File: config.mk
export PLATFORM = sky130hd
export DESIGN_NAME = adcp_host_ctrl
export DESIGN_NICKNAME = d
export VERILOG_FILES = /design/src/rtl/adcp_pkg.sv /design/src/rtl/adcp_host_ctrl.sv
export SDC_FILE = /design/constraint.sdc
export NUM_CORES = 1
export LEC_CHECK = 0
export BUFFER_PORTS_ARGS = -buffer_cell sky130_fd_sc_hd__buf_2
export CAP_MARGIN = 25
export CORE_MARGIN = 2
export CORE_UTILIZATION = 36
export CTS_BUF_LIST = sky130_fd_sc_hd__clkbuf_16
export DETAILED_ROUTE_END_ITERATION = 16
export HOLD_SLACK_MARGIN = 0.06
export PLACE_DENSITY_LB_ADDON = 0.2
export SETUP_SLACK_MARGIN = 0.05
export SLEW_MARGIN = 15
export SYNTH_ARGS = -nofsm -noshare
export SYNTH_HDL_FRONTEND = slang
export SYNTH_SLANG_ARGS = --single-unit
export TNS_END_PERCENT = 30
File: constraint.sdc
create_clock -name mclk_in -period 3.6 [get_ports mclk_in]
set_input_delay 0 -clock mclk_in [delete_from_list [all_inputs] [get_ports mclk_in]]
set_output_delay 0 -clock mclk_in [all_outputs]
set_load 0.01 [all_outputs]
File: src/rtl/adcp_pkg.sv
// Constants shared by the converter host-port control logic
package adcp_pkg;
	// ==========================================================
	// Configuration word layout
	localparam int CFG_WIDTH    = 12;
	localparam int CFG_PM_HI    = 11;
	localparam int CFG_PM_LO    = 10;
	localparam int CFG_CODING   = 9;
	localparam int CFG_REF      = 8;
	localparam int CFG_ADDR_HI  = 6;
	localparam int CFG_ADDR_LO  = 5;
	localparam int CFG_MODE_HI  = 4;
	localparam int CFG_MODE_LO  = 3;
	localparam int CFG_SEQ_HI   = 2;
	localparam int CFG_SEQ_LO   = 1;
	localparam int CFG_RANGE    = 0;
	localparam logic [11:0] CFG_RESET = 12'h000;

	// ==========================================================
	// Input arrangement codes
	localparam logic [1:0] MODE_SINGLE = 2'h0;
	localparam logic [1:0] MODE_DIFF   = 2'h1;
	localparam logic [1:0] MODE_PSEUDO = 2'h2;

	// Power mode codes; zero is normal operation
	localparam logic [1:0] PM_NORMAL = 2'h0;

	// ==========================================================
	// Conversion timing: half master-clock cycles per conversion
	localparam int CONV_HALF_CYCLES = 27;
	localparam int CONV_CYCLES      = (CONV_HALF_CYCLES + 1) / 2;
	localparam logic [3:0] CONV_LAST = 4'(CONV_CYCLES - 1);

	// Result FIFO depth
	localparam int RES_FIFO_DEPTH = 8;

	typedef enum logic {ADCP_TRACK, ADCP_CONVERT} adcp_state_e;
endpackage

File: src/rtl/adcp_host_ctrl.sv
// Host-port control of a four-input converter, with its result FIFO
// Functional notes
// - Configuration loads only on a write strobe while chip select is low.
// - A qualified read drives the oldest result in the FIFO onto the data bus.
// - Arrangement bits pick four single, two differential or two pseudo pairs.
// - Channel comes from address bits or from the sequencer when enabled.
// - Range bit sets one span, reference or twice reference, for all inputs.
// - Coding bit selects straight binary or twos complement results.
// - Track-and-hold returns to tracking at the end of each conversion.
// - Start falling edge holds and converts unless the FIFO is full; rising edge powers up auto modes.
// - Busy rises after start, stays through conversion, falls with result stored.
// - Conversion lasts thirteen and a half master clocks, rounded up here.
// - Configuration is twelve bits, write-only, all zero after reset.
`timescale 1ns/1ns

// ==========================================================
// Result FIFO
module adcp_fifo #(
	parameter int WIDTH = 14,
	parameter int DEPTH = 8
) (
	input  wire logic             mclk_in,
	input  wire logic             srst_in,
	input  wire logic             wr_valid_in,
	output logic                  wr_ready_out,
	input  wire logic [WIDTH-1:0] wr_data_in,
	output logic                  rd_valid_out,
	input  wire logic             rd_ready_in,
	output logic      [WIDTH-1:0] rd_data_out
);
	localparam int AW = (DEPTH > 1) ? $clog2(DEPTH) : 1;

	// Refuse shapes the wrapping pointers cannot serve
	if (DEPTH < 2 || (DEPTH & (DEPTH - 1)) != 0 || WIDTH < 1)
	begin
		$error("adcp_fifo: DEPTH must be a power of two of at least 2");
	end

	logic [WIDTH-1:0] mem_reg [DEPTH];
	logic [AW-1:0]    wp_reg;
	logic [AW-1:0]    wp_next;
	logic [AW-1:0]    rp_reg;
	logic [AW-1:0]    rp_next;
	logic [AW:0]      cnt_reg;
	logic [AW:0]      cnt_next;
	logic             push;
	logic             pop;

	// Handshakes and honest full/empty
	assign wr_ready_out = (cnt_reg != (AW+1)'(DEPTH));
	assign rd_valid_out = (cnt_reg != '0);
	assign rd_data_out  = mem_reg[rp_reg];
	assign push         = wr_valid_in && wr_ready_out;
	assign pop          = rd_ready_in && rd_valid_out;

	// Pointer and count next values
	always_comb
	begin
		wp_next  = push ? wp_reg + 1'b1 : wp_reg;
		rp_next  = pop ? rp_reg + 1'b1 : rp_reg;
		cnt_next = cnt_reg;
		if (push && !pop)
			cnt_next = cnt_reg + 1'b1;
		else if (pop && !push)
			cnt_next = cnt_reg - 1'b1;
	end

	// Pointer registers
	always_ff @(posedge mclk_in)
	begin
		if (srst_in)
		begin
			wp_reg  <= '0;
			rp_reg  <= '0;
			cnt_reg <= '0;
		end
		else
		begin
			wp_reg  <= wp_next;
			rp_reg  <= rp_next;
			cnt_reg <= cnt_next;
		end
	end

	// Storage
	always_ff @(posedge mclk_in)
	begin
		if (push)
			mem_reg[wp_reg] <= wr_data_in;
	end
endmodule

// ==========================================================
// Control top
module adcp_host_ctrl
	import adcp_pkg::*;
#(
	parameter int DATA_WIDTH = CFG_WIDTH,
	parameter int FIFO_DEPTH = RES_FIFO_DEPTH
) (
	input  wire logic                  mclk_in,
	input  wire logic                  srst_in,
	input  wire logic                  cs_n_in,
	input  wire logic                  rd_n_in,
	input  wire logic                  wr_n_in,
	input  wire logic [CFG_WIDTH-1:0]  data_in,
	output logic      [DATA_WIDTH-1:0] data_out,
	output logic                       data_oe_out,
	output logic      [1:0]            result_channel_out,
	input  wire logic                  conversion_start_n_in,
	output logic                       busy_out,
	output logic                       hold_out,
	input  wire logic [DATA_WIDTH-1:0] sar_code_in,
	output logic      [1:0]            mux_pos_out,
	output logic      [1:0]            mux_neg_out,
	output logic                       neg_to_ground_out,
	output logic                       range_double_out,
	output logic                       internal_ref_out,
	output logic      [1:0]            power_mode_out,
	output logic                       powered_up_out,
	output logic                       result_avail_out
);
	localparam int RW = DATA_WIDTH + 2;

	// Refuse a result width other than the configuration width
	if (DATA_WIDTH != CFG_WIDTH)
	begin
		$error("adcp_host_ctrl: DATA_WIDTH must equal the configuration width");
	end

	// ==========================================================
	// Declarations
	adcp_state_e            state_reg;
	adcp_state_e            state_next;
	logic [CFG_WIDTH-1:0]   cfg_reg;
	logic [CFG_WIDTH-1:0]   cfg_next;
	logic                   wr_n_d_reg;
	logic                   rd_n_d_reg;
	logic                   start_n_d_reg;
	logic [3:0]             cnt_reg;
	logic [3:0]             cnt_next;
	logic [1:0]             ch_reg;
	logic [1:0]             ch_next;
	logic [1:0]             seq_ch_reg;
	logic [1:0]             seq_ch_next;
	logic                   pwr_reg;
	logic                   pwr_next;
	logic [DATA_WIDTH-1:0]  dout_reg;
	logic [DATA_WIDTH-1:0]  dout_next;
	logic [1:0]             rch_reg;
	logic [1:0]             rch_next;
	logic                   wr_fall;
	logic                   rd_fall;
	logic                   start_fall;
	logic                   start_rise;
	logic                   seq_en;
	logic [1:0]             cfg_addr;
	logic [1:0]             cfg_mode;
	logic                   done;
	logic                   res_push;
	logic                   res_ready;
	logic                   res_valid;
	logic                   res_pop;
	logic [RW-1:0]          res_word;
	logic [RW-1:0]          res_head;
	logic [DATA_WIDTH-1:0]  coded;

	// ==========================================================
	// Strobe edge detection; read and write qualified by chip select, start not
	assign wr_fall    = wr_n_d_reg && !wr_n_in && !cs_n_in;
	assign rd_fall    = rd_n_d_reg && !rd_n_in && !cs_n_in;
	assign start_fall = start_n_d_reg && !conversion_start_n_in;
	assign start_rise = !start_n_d_reg && conversion_start_n_in;

	// Configuration field views
	assign cfg_addr = cfg_reg[CFG_ADDR_HI:CFG_ADDR_LO];
	assign cfg_mode = cfg_reg[CFG_MODE_HI:CFG_MODE_LO];
	assign seq_en   = cfg_reg[CFG_SEQ_HI];
	assign done     = (state_reg == ADCP_CONVERT) && (cnt_reg == CONV_LAST);

	// ==========================================================
	// Configuration and sequencer next values
	always_comb
	begin
		cfg_next    = cfg_reg;
		seq_ch_next = seq_ch_reg;
		pwr_next    = pwr_reg;
		if (wr_fall)
		begin
			cfg_next    = data_in;
			seq_ch_next = 2'h0;
		end
		else if (done && seq_en)
			seq_ch_next = (seq_ch_reg == cfg_addr) ? 2'h0 : seq_ch_reg + 2'h1;
		// Auto power modes sleep after a conversion, wake on start rising
		if (cfg_reg[CFG_PM_HI:CFG_PM_LO] == PM_NORMAL || start_rise)
			pwr_next = 1'b1;
		else if (done)
			pwr_next = 1'b0;
	end

	// ==========================================================
	// Conversion state machine next values
	always_comb
	begin
		state_next = state_reg;
		cnt_next   = cnt_reg;
		ch_next    = ch_reg;
		case (state_reg)
			ADCP_TRACK:
			begin
				// A full FIFO refuses new conversion starts
				if (start_fall && res_ready)
				begin
					state_next = ADCP_CONVERT;
					cnt_next   = 4'h0;
					ch_next    = seq_en ? seq_ch_reg : cfg_addr;
				end
			end
			ADCP_CONVERT:
			begin
				cnt_next = cnt_reg + 4'h1;
				if (done)
					state_next = ADCP_TRACK;
			end
			default:
				state_next = ADCP_TRACK;
		endcase
	end

	// Output coding: twos complement flips the sign bit
	always_comb
	begin
		coded = sar_code_in;
		if (cfg_reg[CFG_CODING])
			coded[DATA_WIDTH-1] = ~sar_code_in[DATA_WIDTH-1];
	end

	assign res_word = {ch_reg, coded};
	assign res_push = done;

	// Read register next values
	always_comb
	begin
		dout_next = dout_reg;
		rch_next  = rch_reg;
		if (rd_fall && res_valid)
		begin
			dout_next = res_head[DATA_WIDTH-1:0];
			rch_next  = res_head[RW-1:DATA_WIDTH];
		end
	end
	assign res_pop = rd_fall;

	// ==========================================================
	// Registers
	always_ff @(posedge mclk_in)
	begin
		if (srst_in)
		begin
			state_reg     <= ADCP_TRACK;
			cfg_reg       <= CFG_RESET;
			wr_n_d_reg    <= 1'b1;
			rd_n_d_reg    <= 1'b1;
			start_n_d_reg <= 1'b1;
			cnt_reg       <= 4'h0;
			ch_reg        <= 2'h0;
			seq_ch_reg    <= 2'h0;
			pwr_reg       <= 1'b1;
			dout_reg      <= '0;
			rch_reg       <= 2'h0;
		end
		else
		begin
			state_reg     <= state_next;
			cfg_reg       <= cfg_next;
			wr_n_d_reg    <= wr_n_in;
			rd_n_d_reg    <= rd_n_in;
			start_n_d_reg <= conversion_start_n_in;
			cnt_reg       <= cnt_next;
			ch_reg        <= ch_next;
			seq_ch_reg    <= seq_ch_next;
			pwr_reg       <= pwr_next;
			dout_reg      <= dout_next;
			rch_reg       <= rch_next;
		end
	end

	// ==========================================================
	// Result FIFO between converter and host port
	adcp_fifo #(
		.WIDTH (RW),
		.DEPTH (FIFO_DEPTH)
	) u_fifo (
		.mclk_in      (mclk_in),
		.srst_in      (srst_in),
		.wr_valid_in  (res_push),
		.wr_ready_out (res_ready),
		.wr_data_in   (res_word),
		.rd_valid_out (res_valid),
		.rd_ready_in  (res_pop),
		.rd_data_out  (res_head)
	);

	// ==========================================================
	// Analog front-end steering
	always_comb
	begin
		mux_pos_out       = ch_reg;
		mux_neg_out       = 2'h0;
		neg_to_ground_out = 1'b1;
		if (cfg_mode == MODE_DIFF || cfg_mode == MODE_PSEUDO)
		begin
			mux_pos_out       = {ch_reg[0], 1'b0};
			mux_neg_out       = {ch_reg[0], 1'b1};
			neg_to_ground_out = 1'b0;
		end
	end

	// Port outputs
	assign busy_out           = (state_reg == ADCP_CONVERT);
	assign hold_out           = (state_reg == ADCP_CONVERT);
	assign data_out           = dout_reg;
	assign data_oe_out        = !cs_n_in && !rd_n_in;
	assign result_channel_out = rch_reg;
	assign range_double_out   = cfg_reg[CFG_RANGE];
	assign internal_ref_out   = cfg_reg[CFG_REF];
	assign power_mode_out     = cfg_reg[CFG_PM_HI:CFG_PM_LO];
	assign powered_up_out     = pwr_reg;
	assign result_avail_out   = res_valid;
endmodule

==> impl_metrics.ini <==
[logic_synthesis]
avg_synthesized_cell_area_um2 = 15.47
synthMostInstantiatedCell = sky130_fd_sc_hd__edfxtp_1
synth.yosys.seq_area_share = 0.6992
synth_top_cells_by_area = sky130_fd_sc_hd__edfxtp_1, sky130_fd_sc_hd__dfxtp_1, sky130_fd_sc_hd__mux4_2, sky130_fd_sc_hd__nor2_1, sky130_fd_sc_hd__nand2_1
ys.warnings.count = 0
synth_top_area_frac = 0.5463
syn_area_um2 = 6156
ys_async_sr_fraction = 0
netlist_instances = 398
synth.top_cells.by_count = sky130_fd_sc_hd__edfxtp_1, sky130_fd_sc_hd__dfxtp_1, sky130_fd_sc_hd__nor2_1, sky130_fd_sc_hd__nand2_1, sky130_fd_sc_hd__mux4_2
synthesis.nets = 436
yosys.cell_types.count = 41
synth_top_flop_cell = sky130_fd_sc_hd__edfxtp_1
post-synth-top-area-cell = sky130_fd_sc_hd__edfxtp_1
ys_seq_elements = 159
count_of_flip_flops_with_a_built_in_enable_after_synthesis = 112

[global_routing]
pin_count_of_the_biggest_net_entering_global_routing = 49
grt_pass1_wl_mm = 19.50
gr-usage-all-layers = 0.1450
antenna_found_initial = 0
overflow = 0
grt_pass1_vias = 3550

[layout]
area_of_the_multi_input_gates_um2 = 1705
final_layout_size_suffix_gt1_frac = 0.2786
layout-area-overhead-vs-synth_pct = 22.56
largest_register_ffs = 112
fillCellCount = 1459
fin_cells = 719
antenna_cells_inserted = 0
finish.net_count = 524
regArea_um2 = 4307

[power_and_ir_drop]
vdd_drop_max_uv = 316.4
power_density_nw_per_um2 = 519.5
totalPowerFinal_uw = 3919
power_leakage_uw = 0.002598

[critical_path]
slowest_stage = sky130_fd_sc_hd__or4b_1
critPathKind = flip-flop to flip-flop
worstSetupEndpointType = flip-flop
timing.critical_path.arrival_ns = 3.32
crit_path_max_incr_delay_ns = 0.64
worst_setup_path_start_kind = flip-flop
crit_required_ns = 3.91
worst-path-max-fanout = 6
crit_path_cell_trace = or4b_1 > nand2_1 > inv_1 > ha_1 > inv_1 > ha_1 > a21oi_1 > a211oi_1 > a31oi_1 > mux2_2
worstRegToRegCells = 10

[die]
num_rows = 47
die_y_um = 134.8
boundaryPins = 58
fp.dieArea_um2 = 18160
core_region_area_um2 = 16640
initial_core_util = 0.3699
die_width_um = 134.8

[routing]
detail_route.vias_per_cell = 4.949
antenna_left = 0
totalWireLength_mm = 12.42
drt_pre_antenna_iters = 8
route.vias.total = 3558
wl_per_cell_um = 17.28
drcViolationCount = 0
dr.first_iter.drc_count = 218

[clocking]
ctsRootBufferMaster = sky130_fd_sc_hd__clkbuf_16
cts-root-to-sink-buffers = 2
clkSlewWorstSetupHoldPaths_ns = 0.06
cts_tree = yes
clock_sink_count = 159
h_tree_level_count = 4
cts_inserted_buffers = 17
clkLatencyLatePin_ns = 0.42

[sta]
drv_slew = 0
layout_min_cycle_time_ns = 3.010
fin_crit_sh = 0.8360
max_freq_mhz = 332.3
report.final.setup_viol = 0
fin_worst_hold_slack_ns = 0.09535
timing.setup.tns_ns = 0
hold_viol_final = 0
rsz0062_at_grt = no
skew_ns = 0.007404
worst_pin_slew_ns = 0.9969
timing.slew.headroom = 0.3354

[placed_design]
dp.cells = 662
gp_routability_congestion = 0.7425
detailed_place_hpwl_mm = 7.149
portBuffers = 55

[hold_path]
hold-path-cell-count = 5
hold_class = input port to flip-flop

[job]
timing.max_cap.violations = 0

[run_status]
status = completed
==> placed cells by master (no fill, tap or decap), drive strengths merged, types with 2 or more instances in the layout <==
master	n
clkbuf	17
buf	66
dfxtp	47
clkinvlp	4
nand3	7
a211oi	5
a21oi	16
a31oi	2
nor3	19
mux2i	5
or2	3
nor2	36
and2	2
ha	7
xor2	4
bufinv	3
edfxtp	112
a311oi	2
mux4	28
o22ai	15
xnor2	5
nand2	29
inv	15
o21ai	3
dlygate4sd3	25
clkinv	3
nand2b	5
==> final timing paths <==
check / startpoint / endpoint / slack [ns]
max: u_fifo.cnt_reg[0] / u_fifo.cnt_reg[3] / 0.59
min: cs_n_in / u_fifo.rp_reg[2] / 0.1
max reg2reg: u_fifo.cnt_reg[0] / u_fifo.cnt_reg[3] / 0.59
min reg2reg: cfg_reg[8] / cfg_reg[8] / 0.45
==> metal layers <==
metal,share of wire,global-route usage,up-vias
li1,-,-,1692
met4,0.0075,0.04211,0
met3,0.026,0.04167,9
met2,0.50,0.2391,47
met5,0,0,-
met1,0.47,0.1871,1810
==> logic make-up (layout without fill, tap and decap cells) <==
kind of cell	after synthesis	in the layout	share of synthesized area
compound gates	46	46	0.04573
xor+xnor	9	9	0.01280
fa+ha+maj	8	8	0.01748
buf+inv	32	133	0.02805
flops	159	159	0.6992
mux	34	34	0.1124
simple gates	110	110	0.08435
==> worst max-delay path: cells and delay by family, from the launching register on <==
kind | cells | cell delay, ns
AND/OR/NAND/NOR | 2 | 0.91
adder cells (fa/ha/maj) | 2 | 0.51
AO/OA/AOI/OAI | 3 | 0.48
flip-flops | 1 | 0.36
multiplexers | 1 | 0.35
buffers and inverters | 2 | 0.29
==> power by group <==
group / total [uW] / switching [uW] / internal, uW
Sequential: 1980 / 13.3 / 1970
Combinational: 103 / 54.7 / 47.9
Clock: 1840 / 736 / 1100
Total: 3920 / 804 / 3120
==> cell type report <==
cell class                      count  area share
Timing Repair Buffer               91     0.08060
Clock inverter                     15     0.02471
Tap cell                          220     0.03648
Multi-Input combinational cell    207      0.2260
Sequential cell                   159      0.5708
Clock buffer                       17     0.05638
Inverter                           10    0.004975
==> per-stage QoR <==
step | area [um2] | util | setup WS, ns
2_1_floorplan | 6156 | - | 0.7535
3_3_place_gp | 6683 | 0.4015 | 0.6858
3_5_place_dp | 6683 | 0.4015 | 0.6114
4_1_cts | 7545 | 0.4533 | 0.5939
5_1_grt | 7545 | 0.4533 | 0.3936
6_report | 7545 | 0.4533 | 0.5902
==> what timing repair did <==
action	in CTS	in global routing
buffers inserted	0	0
gates resized for setup	0	0
hold buffers	25	0
hold endpoints to repair	111	0
Note: power is estimated with default switching activity, not from simulation.
